## src/logic/pwm_group_pkg.sv

```systemverilog
// constants, register map and state type of the pwm and capture group
package pwm_group_pkg;
    localparam int CNT_W = 16;
    localparam int PRE_W = 8;
    localparam int DIV_W = 4;
    localparam int NCH = 4;
    localparam int NPAIR = 2;
    localparam int ADDR_W = 8;
    // register offsets
    localparam logic [7:0] OFS_PPR = 8'h00;
    localparam logic [7:0] OFS_CSR = 8'h04;
    localparam logic [7:0] OFS_PCR = 8'h08;
    localparam logic [7:0] OFS_CNR = 8'h0C;
    localparam logic [7:0] OFS_CMR = 8'h10;
    localparam logic [7:0] OFS_PDR = 8'h14;
    localparam logic [7:0] OFS_CH_STEP = 8'h0C;
    localparam logic [7:0] OFS_INTERRUPT_ENABLE_REGISTER = 8'h40;
    localparam logic [7:0] OFS_PIIR = 8'h44;
    localparam logic [7:0] OFS_CCR = 8'h50;
    localparam logic [7:0] OFS_CCR_STEP = 8'h04;
    localparam logic [7:0] OFS_CRL = 8'h58;
    localparam logic [7:0] OFS_CFL = 8'h5C;
    localparam logic [7:0] OFS_LATCH_STEP = 8'h08;
    localparam logic [7:0] OFS_CAPEN = 8'h78;
    localparam logic [7:0] OFS_POE = 8'h7C;
    // prescale register fields
    localparam int PPR_PRE_POS = 0;
    localparam int PPR_DZ_POS = 16;
    localparam int PPR_STEP = 8;
    // divider select field and codes
    localparam int CSR_STEP = 4;
    localparam logic [31:0] CSR_MASK = 32'h0000_7777;
    localparam logic [2:0] DIV_BY1 = 3'h4;
    localparam logic [2:0] DIV_BY2 = 3'h0;
    localparam logic [2:0] DIV_BY4 = 3'h1;
    localparam logic [2:0] DIV_BY8 = 3'h2;
    localparam logic [2:0] DIV_BY16 = 3'h3;
    // channel control fields
    localparam int PCR_STEP = 8;
    localparam int PCR_EN = 0;
    localparam int PCR_INV = 2;
    localparam int PCR_MOD = 3;
    localparam int PCR_DZ = 4;
    localparam logic [31:0] PCR_MASK = 32'h0D0D_0D3D;
    // capture control fields
    localparam int CC_STEP = 16;
    localparam int CC_INV = 0;
    localparam int CC_RIE = 1;
    localparam int CC_FIE = 2;
    localparam int CC_EN = 3;
    localparam int CC_FLAG = 4;
    localparam logic [31:0] CCR_MASK = 32'h001F_001F;
    localparam logic [31:0] CCR_FLAG_MASK = 32'h0010_0010;
    localparam logic [31:0] RESET_WORD = 32'h0000_0000;

    typedef struct packed {
        logic [31:0] group_prescale_and_deadgap;
        logic [31:0] clock_divider_select;
        logic [31:0] channel_control_register;
        logic [NPAIR-1:0][31:0] ccr;
        logic [NCH-1:0][CNT_W-1:0] period_reload;
        logic [NCH-1:0][CNT_W-1:0] duty_compare;
        logic [NCH-1:0][CNT_W-1:0] cnt;
        logic [NCH-1:0][CNT_W-1:0] cmp;
        logic [NCH-1:0][CNT_W-1:0] crl;
        logic [NCH-1:0][CNT_W-1:0] cfl;
        logic [NCH-1:0][DIV_W-1:0] div;
        logic [NPAIR-1:0][PRE_W-1:0] pre_cnt;
        logic [NPAIR-1:0][PRE_W-1:0] dz_cnt;
        logic [NPAIR-1:0] dz_prev;
        logic [NCH-1:0] interrupt_enable_register;
        logic [NCH-1:0] piir;
        logic [NCH-1:0] capen;
        logic [NCH-1:0] pin_output_enable;
        logic [NCH-1:0] run;
        logic [NCH-1:0] started;
        logic [NCH-1:0] cap_prev;
        logic [NCH-1:0] pout;
        logic irq;
        logic [31:0] rdata;
    } state_t;
endpackage

```

## src/logic/pwm_capture_timer_group.sv

```systemverilog
// one pwm group: two generators, four channels, capture and apb registers
//
// Decided for this implementation: the APB slave port.
`timescale 1ns/10ps
`default_nettype none

//Behaviour
// - each generator: 8-bit prescaler, two dividers, two timers, dead zone, two outputs
// - period counter and duty comparator are 16 bits wide
// - rate = clock/(prescale+1)/divider/(reload+1); duty (compare+1)/(reload+1)
// - compare at or above reload keeps the output high all period
// - otherwise low reload-compare units, high compare+1 units
// - compare zero gives reload low units and one high unit
// - reload writes are buffered and apply from the next period
// - live down counter is readable through counter_readback
// - reload mode one reloads the counter at zero and keeps counting
// - reload value zero halts the counter when it reaches zero
// - reload mode zero stops the counter after a single period
// - duty compare writes are taken any time, used from next period
// - dead zone delays rising edges of a pair by dead_gap_length
// - capture: rising edge latches counter to rise, falling to fall
// - capture flags gated by rise and fall enable bits 1,2 and 17,18
// - raising a capture flag reloads that channel counter at once
// - capture channel n uses the down counter of pwm channel n
// - pwm and capture of a channel share one line, merged per group
// - each capture channel has rise latch, fall latch, capture flag
// - period flag is set when a channel counter reaches zero
// - complement enable drives both pair outputs from the even timer
// - divider codes: 100 /1, 011 /16, 010 /8, 001 /4, 000 /2
// - prescale zero stops the prescaler and both timers it feeds
module pwm_capture_timer_group
    import pwm_group_pkg::*;
(
    // clock and reset
    input wire logic clk,
    input wire logic rst,
    // apb slave
    input wire logic psel,
    input wire logic penable,
    input wire logic pwrite,
    input wire logic [ADDR_W-1:0] paddr,
    input wire logic [31:0] pwdata,
    output logic [31:0] prdata,
    output logic pready,
    output logic pslverr,
    // channel pins
    output logic [NCH-1:0] pwm_out,
    output logic [NCH-1:0] pwm_oe_n,
    input wire logic [NCH-1:0] cap_in,
    // merged group interrupt
    output logic group_irq
);

    state_t s_r;
    state_t s_nxt;
    logic [NPAIR-1:0] pre_tick;
    logic [NCH-1:0] ch_tick;
    logic [NCH-1:0] wave;
    logic [31:0] rd_val;
    logic hit;

    // divider select to terminal count (divisor minus one)
    // divider code decode
    function automatic logic [DIV_W-1:0] div_last(input logic [2:0] sel);
        case (sel)
            DIV_BY1: div_last = 4'h0;
            DIV_BY2: div_last = 4'h1;
            DIV_BY4: div_last = 4'h3;
            DIV_BY8: div_last = 4'h7;
            DIV_BY16: div_last = 4'hF;
            default: div_last = 4'h1;
        endcase
    endfunction

    function automatic logic [7:0] addr_of(input logic [7:0] base,
                                           input int idx,
                                           input logic [7:0] step);
        addr_of = base + 8'(idx) * step;
    endfunction

    always_comb begin
        logic wr;
        logic en;
        logic cin;
        logic src;
        logic dzen;
        int g;
        int b;
        wr = psel && penable && pwrite;
        en = 1'b0;
        cin = 1'b0;
        src = 1'b0;
        dzen = 1'b0;
        g = 0;
        b = 0;
        s_nxt = s_r;
        rd_val = RESET_WORD;
        hit = 1'b0;
        pre_tick = '0;
        ch_tick = '0;
        wave = '0;

        for (int p = 0; p < NPAIR; p++) begin
            if (s_r.group_prescale_and_deadgap[PPR_PRE_POS + p*PPR_STEP +: PRE_W] == 8'h00) begin
                s_nxt.pre_cnt[p] = 8'h00;
            end else if (s_r.pre_cnt[p] >=
                         s_r.group_prescale_and_deadgap[PPR_PRE_POS + p*PPR_STEP +: PRE_W]) begin
                s_nxt.pre_cnt[p] = 8'h00;
                pre_tick[p] = 1'b1;
            end else begin
                s_nxt.pre_cnt[p] = PRE_W'(s_r.pre_cnt[p] + 8'h01);
            end
        end

        for (int c = 0; c < NCH; c++) begin
            if (!s_r.channel_control_register[c*PCR_STEP + PCR_EN]) begin
                s_nxt.div[c] = 4'h0;
            end else if (pre_tick[c/2]) begin
                if (s_r.div[c] >= div_last(s_r.clock_divider_select[c*CSR_STEP +: 3])) begin
                    s_nxt.div[c] = 4'h0;
                    ch_tick[c] = 1'b1;
                end else begin
                    s_nxt.div[c] = DIV_W'(s_r.div[c] + 4'h1);
                end
            end
        end

        // register decode, read and write
        case (paddr)
            OFS_PPR: begin
                hit = 1'b1;
                rd_val = s_r.group_prescale_and_deadgap;
                if (wr) s_nxt.group_prescale_and_deadgap = pwdata;
            end
            OFS_CSR: begin
                hit = 1'b1;
                rd_val = s_r.clock_divider_select;
                if (wr) s_nxt.clock_divider_select = pwdata & CSR_MASK;
            end
            OFS_PCR: begin
                hit = 1'b1;
                rd_val = s_r.channel_control_register;
                if (wr) s_nxt.channel_control_register = pwdata & PCR_MASK;
            end
            OFS_INTERRUPT_ENABLE_REGISTER: begin
                hit = 1'b1;
                rd_val = {28'h0000000, s_r.interrupt_enable_register};
                if (wr) s_nxt.interrupt_enable_register = pwdata[NCH-1:0];
            end
            OFS_PIIR: begin
                hit = 1'b1;
                rd_val = {28'h0000000, s_r.piir};
                if (wr) s_nxt.piir = s_r.piir & ~pwdata[NCH-1:0];
            end
            OFS_CAPEN: begin
                hit = 1'b1;
                rd_val = {28'h0000000, s_r.capen};
                if (wr) s_nxt.capen = pwdata[NCH-1:0];
            end
            OFS_POE: begin
                hit = 1'b1;
                rd_val = {28'h0000000, s_r.pin_output_enable};
                if (wr) s_nxt.pin_output_enable = pwdata[NCH-1:0];
            end
            default: begin
                hit = 1'b0;
            end
        endcase
        for (int p = 0; p < NPAIR; p++) begin
            if (paddr == addr_of(OFS_CCR, p, OFS_CCR_STEP)) begin
                hit = 1'b1;
                rd_val = s_r.ccr[p];
                if (wr) begin
                    s_nxt.ccr[p] = (pwdata & CCR_MASK & ~CCR_FLAG_MASK) |
                                   (s_r.ccr[p] & CCR_FLAG_MASK & ~pwdata);
                end
            end
        end
        for (int c = 0; c < NCH; c++) begin
            if (paddr == addr_of(OFS_CNR, c, OFS_CH_STEP)) begin
                hit = 1'b1;
                rd_val = {16'h0000, s_r.period_reload[c]};
                if (wr) s_nxt.period_reload[c] = pwdata[CNT_W-1:0];
            end
            // compare buffer accepts writes at any time
            if (paddr == addr_of(OFS_CMR, c, OFS_CH_STEP)) begin
                hit = 1'b1;
                rd_val = {16'h0000, s_r.duty_compare[c]};
                if (wr) s_nxt.duty_compare[c] = pwdata[CNT_W-1:0];
            end
            if (paddr == addr_of(OFS_PDR, c, OFS_CH_STEP)) begin
                hit = 1'b1;
                rd_val = {16'h0000, s_r.cnt[c]};
            end
            if (paddr == addr_of(OFS_CRL, c, OFS_LATCH_STEP)) begin
                hit = 1'b1;
                rd_val = {16'h0000, s_r.crl[c]};
            end
            if (paddr == addr_of(OFS_CFL, c, OFS_LATCH_STEP)) begin
                hit = 1'b1;
                rd_val = {16'h0000, s_r.cfl[c]};
            end
        end
        if (psel && !penable) s_nxt.rdata = rd_val;

        // channel timers, after the bus so hardware sets win over clears
        for (int c = 0; c < NCH; c++) begin
            en = s_r.channel_control_register[c*PCR_STEP + PCR_EN];
            g = c / 2;
            b = (c % 2) * CC_STEP;
            if (!en) begin
                s_nxt.run[c] = 1'b0;
                s_nxt.started[c] = 1'b0;
            end else if (!s_r.started[c]) begin
                s_nxt.started[c] = 1'b1;
                s_nxt.run[c] = 1'b1;
                s_nxt.cnt[c] = s_r.period_reload[c];
                s_nxt.cmp[c] = s_r.duty_compare[c];
            end else if (s_r.run[c] && ch_tick[c]) begin
                if (s_r.cnt[c] == 16'h0000) begin
                    s_nxt.piir[c] = 1'b1;
                    // auto reload, new period from buffers
                    if (s_r.channel_control_register[c*PCR_STEP + PCR_MOD] &&
                        s_r.period_reload[c] != 16'h0000) begin
                        s_nxt.cnt[c] = s_r.period_reload[c];
                        s_nxt.cmp[c] = s_r.duty_compare[c];
                    end else begin
                        // halt on zero or one shot
                        s_nxt.run[c] = 1'b0;
                    end
                end else begin
                    s_nxt.cnt[c] = CNT_W'(s_r.cnt[c] - 16'h0001);
                end
            end

            cin = cap_in[c] ^ s_r.ccr[g][b + CC_INV];
            s_nxt.cap_prev[c] = cin;
            if (s_r.ccr[g][b + CC_EN] && s_r.capen[c] && s_r.started[c]) begin
                if (cin && !s_r.cap_prev[c]) begin
                    s_nxt.crl[c] = s_r.cnt[c];
                    if (s_r.ccr[g][b + CC_RIE]) begin
                        s_nxt.ccr[g][b + CC_FLAG] = 1'b1;
                        s_nxt.cnt[c] = s_r.period_reload[c];
                    end
                end
                if (!cin && s_r.cap_prev[c]) begin
                    s_nxt.cfl[c] = s_r.cnt[c];
                    if (s_r.ccr[g][b + CC_FIE]) begin
                        s_nxt.ccr[g][b + CC_FLAG] = 1'b1;
                        s_nxt.cnt[c] = s_r.period_reload[c];
                    end
                end
            end

            // high while counter at or below compare
            wave[c] = en && ((s_r.run[c] && s_r.cnt[c] <= s_r.cmp[c]) ^
                             s_r.channel_control_register[c*PCR_STEP + PCR_INV]);
            s_nxt.pout[c] = wave[c];
        end

        // dead zone per pair, delays rising edges
        for (int p = 0; p < NPAIR; p++) begin
            dzen = s_r.channel_control_register[PCR_DZ + p];
            src = wave[2*p];
            s_nxt.dz_prev[p] = src;
            if (src != s_r.dz_prev[p]) begin
                s_nxt.dz_cnt[p] = s_r.group_prescale_and_deadgap[PPR_DZ_POS + p*PPR_STEP +: PRE_W];
            end else if (s_r.dz_cnt[p] != 8'h00 && ch_tick[2*p]) begin
                s_nxt.dz_cnt[p] = PRE_W'(s_r.dz_cnt[p] - 8'h01);
            end
            // even timer drives both outputs when paired
            if (dzen) begin
                s_nxt.pout[2*p] = src && s_nxt.dz_cnt[p] == 8'h00;
                s_nxt.pout[2*p+1] = !src && s_nxt.dz_cnt[p] == 8'h00 &&
                                    s_r.channel_control_register[2*p*PCR_STEP + PCR_EN];
            end
        end

        // channel lines merged into the group line
        s_nxt.irq = |(s_nxt.piir & s_nxt.interrupt_enable_register) |
                    |(s_nxt.ccr[0] & CCR_FLAG_MASK) |
                    |(s_nxt.ccr[1] & CCR_FLAG_MASK);
    end

    always_ff @(posedge clk) begin
        if (rst) begin
            s_r <= '0;
        end else begin
            s_r <= s_nxt;
        end
    end

    assign prdata = s_r.rdata;
    assign pready = 1'b1;
    assign pslverr = psel && penable && !hit;
    assign pwm_out = s_r.pout;
    // pin driven only where software enabled the output
    assign pwm_oe_n = ~s_r.pin_output_enable;
    assign group_irq = s_r.irq;

    // checks on channel 0
    logic wrap0;
    logic rise0;
    assign wrap0 = s_r.run[0] && ch_tick[0] && s_r.cnt[0] == 16'h0000;
    assign rise0 = s_r.ccr[0][CC_EN] && s_r.capen[0] && s_r.started[0] &&
                   (cap_in[0] ^ s_r.ccr[0][CC_INV]) && !s_r.cap_prev[0];
endmodule
`default_nettype wire

```

## config.mk

```make
export PLATFORM = sky130hd
export DESIGN_NAME = pwm_capture_timer_group
export DESIGN_NICKNAME = d
export VERILOG_FILES = /design/src/logic/pwm_group_pkg.sv /design/src/logic/pwm_capture_timer_group.sv
export SDC_FILE = /design/constraint.sdc
export NUM_CORES = 2
export LEC_CHECK = 0
export ABC_AREA = 1
export BUFFER_PORTS_ARGS = -buffer_cell sky130_fd_sc_hd__buf_2
export CAP_MARGIN = 20
export CORE_UTILIZATION = 50
export DETAILED_ROUTE_END_ITERATION = 12
export PLACE_DENSITY = 0.79
export SLEW_MARGIN = 30
export SYNTH_ARGS = -nofsm -noshare
export SYNTH_HDL_FRONTEND = slang
export SYNTH_SLANG_ARGS = --single-unit
```

## constraint.sdc

```tcl
create_clock -name clk -period 2.47 [get_ports clk]
set_clock_uncertainty 0.15 [all_clocks]
set_input_delay 0.1235 -clock clk [delete_from_list [all_inputs] [get_ports clk]]
set_output_delay 0.1235 -clock clk [all_outputs]
set_load 0.02 [all_outputs]
```

==> impl_metrics.env <==
export IMPL_nFillCells=4577
export IMPL_final_max_slew_viol_count=0
export IMPL_core_area_um2=60580
export IMPL_async_flop_share=0
export IMPL_cp_slowest_cell="dfxtp_4"
export IMPL_fin_util=0.6886
export IMPL_nNetsFinal=5111
export IMPL_cts_htree_levels=3
export IMPL_final_cell_mix="a21oi_1, nand2_1, dfxtp_1, buf_4, o21ai_0"
export IMPL_slowest_delay_ns=0.36
export IMPL_clk_latency_ns=0.63
export IMPL_port_buffer_count=90
export IMPL_grtUsageTotal=0.3868
export IMPL_pre_cts_slack_ns=-0.6092
export IMPL_wl_per_cell_um=22.56
export IMPL_grt_max_degree=71
export IMPL_syn_avg_cell_area_um2=6.979
export IMPL_die_h_um=249.9
export IMPL_status="finished with violations"
export IMPL_drt_iter0_markers=5126
export IMPL_cp_arrival_ns=3.40
export IMPL_worstPathRequired_ns=2.86
export IMPL_ys_types=71
export IMPL_fin_cells=5784
export IMPL_ir_worst_vdd_uv=392.0
export IMPL_violations="negative setup slack"
export IMPL_finalCritPeriodShare=1.218
export IMPL_critical_path_class="flop to flop"
export IMPL_layout_drive_gt1_share=0.2796
export IMPL_overflow=0
export IMPL_die_w_um=249.9
export IMPL_placed_area_um2=35120
export IMPL_drt_total_wl_um=130500
export IMPL_vias_per_cell=6.205
export IMPL_layout_setup_ws_ns=-0.5379
export IMPL_syn_num_nets=4566
export IMPL_leakage_nw=16.58
export IMPL_synth_edff_count=0
export IMPL_start_util=0.5072
export IMPL_power_mw=20.76
export IMPL_worst_path_most_repeated_cell="nand2_4"
export IMPL_dr_total_vias=35890
export IMPL_relSlewSlack=0.4214
export IMPL_synth_main_ff_cell="dfxtp_1"
export IMPL_boundaryPins=92
export IMPL_grt_pass1_wl_um=189100
export IMPL_grt_pass1_vias=32940
export IMPL_cts_sinks=577
export IMPL_synthCells=4403
export IMPL_fmax_mhz=332.5
export IMPL_rsz0062_at_grt="yes"
export IMPL_gp_congestion=1.034
export IMPL_rows=90
export IMPL_clockBufferDepth=3
export IMPL_setup_viol=155
export IMPL_path_buf_inv=3
export IMPL_root_buffer="clkbuf_16"
export IMPL_synth_warnings=0
export IMPL_cp_start_kind="flop"
export IMPL_dieArea_um2=62450
export IMPL_power_density_nw_per_um2=497.6
export IMPL_synth_seq_cells=577
export IMPL_numCtsBuffers=66
export IMPL_dp_hpwl_um=85650
export IMPL_setup_tns_ns=-38.96
export IMPL_hold_violations=0
export IMPL_stdcell_area_um2=41720
export IMPL_areaGrowthSynthToFinish_pct=35.77
export IMPL_dp_cells=5522
export IMPL_clk_pin_slew_ns=0.06
export IMPL_cts_tree="done"
export IMPL_hold_class="input pin to flop"
export IMPL_cpLargestDelayFamily="simple AND/OR/NAND/NOR gates"
export IMPL_tightest_slew_ns=0.8670
export IMPL_synth_cell_area_um2=30730
export IMPL_crit_fanout=5
export IMPL_antenna_found_initial=4
export IMPL_worstPathCellList="inv_4 -> ha_1 -> inv_1 -> a21oi_2 -> o21ai_1 -> nand3_1 -> o211ai_1 -> nand2_2 -> nand2_4 -> nand2_8 -> nand2_4 -> nand2_4 -> nand3_4 -> xor2_4 -> buf_6 -> o21ai_2 -> nand2_1 -> nor2_2 -> nand3_1 -> a21oi_2"
export IMPL_end_kind="flop"
export IMPL_final_common_cell="a21oi_1"
export IMPL_drv_cap=0
export IMPL_ys_seq_area_frac=0.3759
export IMPL_drcViolationCount=0
export IMPL_whs_ns=0.1469
export IMPL_post_route_min_period_ns=3.008
export IMPL_drtAntennaViolNets=0
export IMPL_first_pass_iters=7
registers in the layout, summed over array words and instances, names as in the netlist:
| register | cells |
|---|---|
| s_r | 540 |
| prdata | 32 |
| pwm_out | 4 |
| group_irq | 1 |
cell usage after synthesis, drive strengths merged (12+ instances only):
| cell | n | area share |
|---|---|---|
| ha | 114 | 0.046 |
| dfxtp | 577 | 0.38 |
| clkbuf | 204 | 0.025 |
| o2111ai | 14 | 0.0042 |
| o22ai | 44 | 0.0090 |
| nand4 | 71 | 0.015 |
| xor2 | 43 | 0.013 |
| buf | 76 | 0.016 |
| inv | 515 | 0.063 |
| a211oi | 28 | 0.0068 |
| nor2 | 376 | 0.049 |
| nor4 | 30 | 0.0072 |
| nor3 | 38 | 0.0064 |
| a31oi | 16 | 0.0033 |
| o221ai | 20 | 0.0057 |
| nand2 | 622 | 0.077 |
| o21ai | 661 | 0.11 |
| o211ai | 35 | 0.0086 |
| a21oi | 674 | 0.11 |
| nand3 | 144 | 0.025 |
| xnor2 | 12 | 0.0034 |
| a221oi | 17 | 0.0048 |
what timing repair did:
item                                    CTS  global route
endpoints found under the setup margin  152           160
gates resized for setup                 527           330
setup buffers                            77            33
hold buffers                             39             0
hold endpoints to repair                240             0
gates cloned                             17             3
pin swaps                               168           182
path summary, 6_finish.rpt:
| check | startpoint | end | slack, ns | cells past startpoint |
|---|---|---|---|---|
| max | s_r[339]$_SDFF_PP0_ | pwm_out[3]$_SDFF_PP0_ | -0.54 | 20 |
| min reg2reg | s_r[148]$_SDFFE_PP0P_ | s_r[148]$_SDFFE_PP0P_ | 0.29 | 2 |
| max reg2reg | s_r[339]$_SDFF_PP0_ | pwm_out[3]$_SDFF_PP0_ | -0.54 | 20 |
| min | pwdata[28] | s_r[655]$_SDFFE_PP0P_ | 0.15 | 4 |
routing by layer:
layer,track usage,share of wire,vias to the layer above
met5,0,0.00025,-
met4,0.2270,0.073,4
met3,0.1038,0.13,662
met2,0.5852,0.42,2714
met1,0.4934,0.37,16490
li1,-,-,16020
power by group:
group / switching [mW] / internal [mW]
clock network: 4.20 / 6.36
logic: 0.613 / 0.272
registers: 0.00723 / 9.31
total: 4.82 / 15.9
worst reg2reg max path, cell delays in order, from the launching register on:
cell,delay [ns]
dfxtp_4,0.36
inv_4,0.07
ha_1,0.15
inv_1,0.06
a21oi_2,0.21
o21ai_1,0.14
nand3_1,0.09
o211ai_1,0.10
nand2_2,0.10
nand2_4,0.07
nand2_8,0.11
nand2_4,0.06
nand2_4,0.08
nand3_4,0.18
xor2_4,0.28
buf_6,0.16
o21ai_2,0.15
nand2_1,0.08
nor2_2,0.11
nand3_1,0.10
a21oi_2,0.11
layout make-up:
type / count / area [um^2] / area share
Timing Repair inverter: 3 / 31.28 / 0.0007498
Sequential cell: 577 / 11610 / 0.2784
Clock buffer: 86 / 1888 / 0.04526
Timing Repair Buffer: 751 / 6277 / 0.1505
Antenna cell: 6 / 15.01 / 0.0003599
Inverter: 521 / 2021 / 0.04844
Multi-Input combinational cell: 3028 / 18480 / 0.4429
Clock inverter: 30 / 417.9 / 0.01002
Tap cell: 782 / 978.4 / 0.02345
cells by family after synthesis:
| group | count (synthesis) | synth area share |
|---|---|---|
| compound gates | 1545 | 0.2694 |
| xor+xnor | 55 | 0.01592 |
| fa+ha+maj | 114 | 0.04642 |
| buf+inv | 801 | 0.1050 |
| flops | 577 | 0.3759 |
| mux | 2 | 0.0006922 |
| other cells | 1 | 0.0001220 |
| simple gates | 1308 | 0.1865 |
Power figures use the tool's default switching activity.
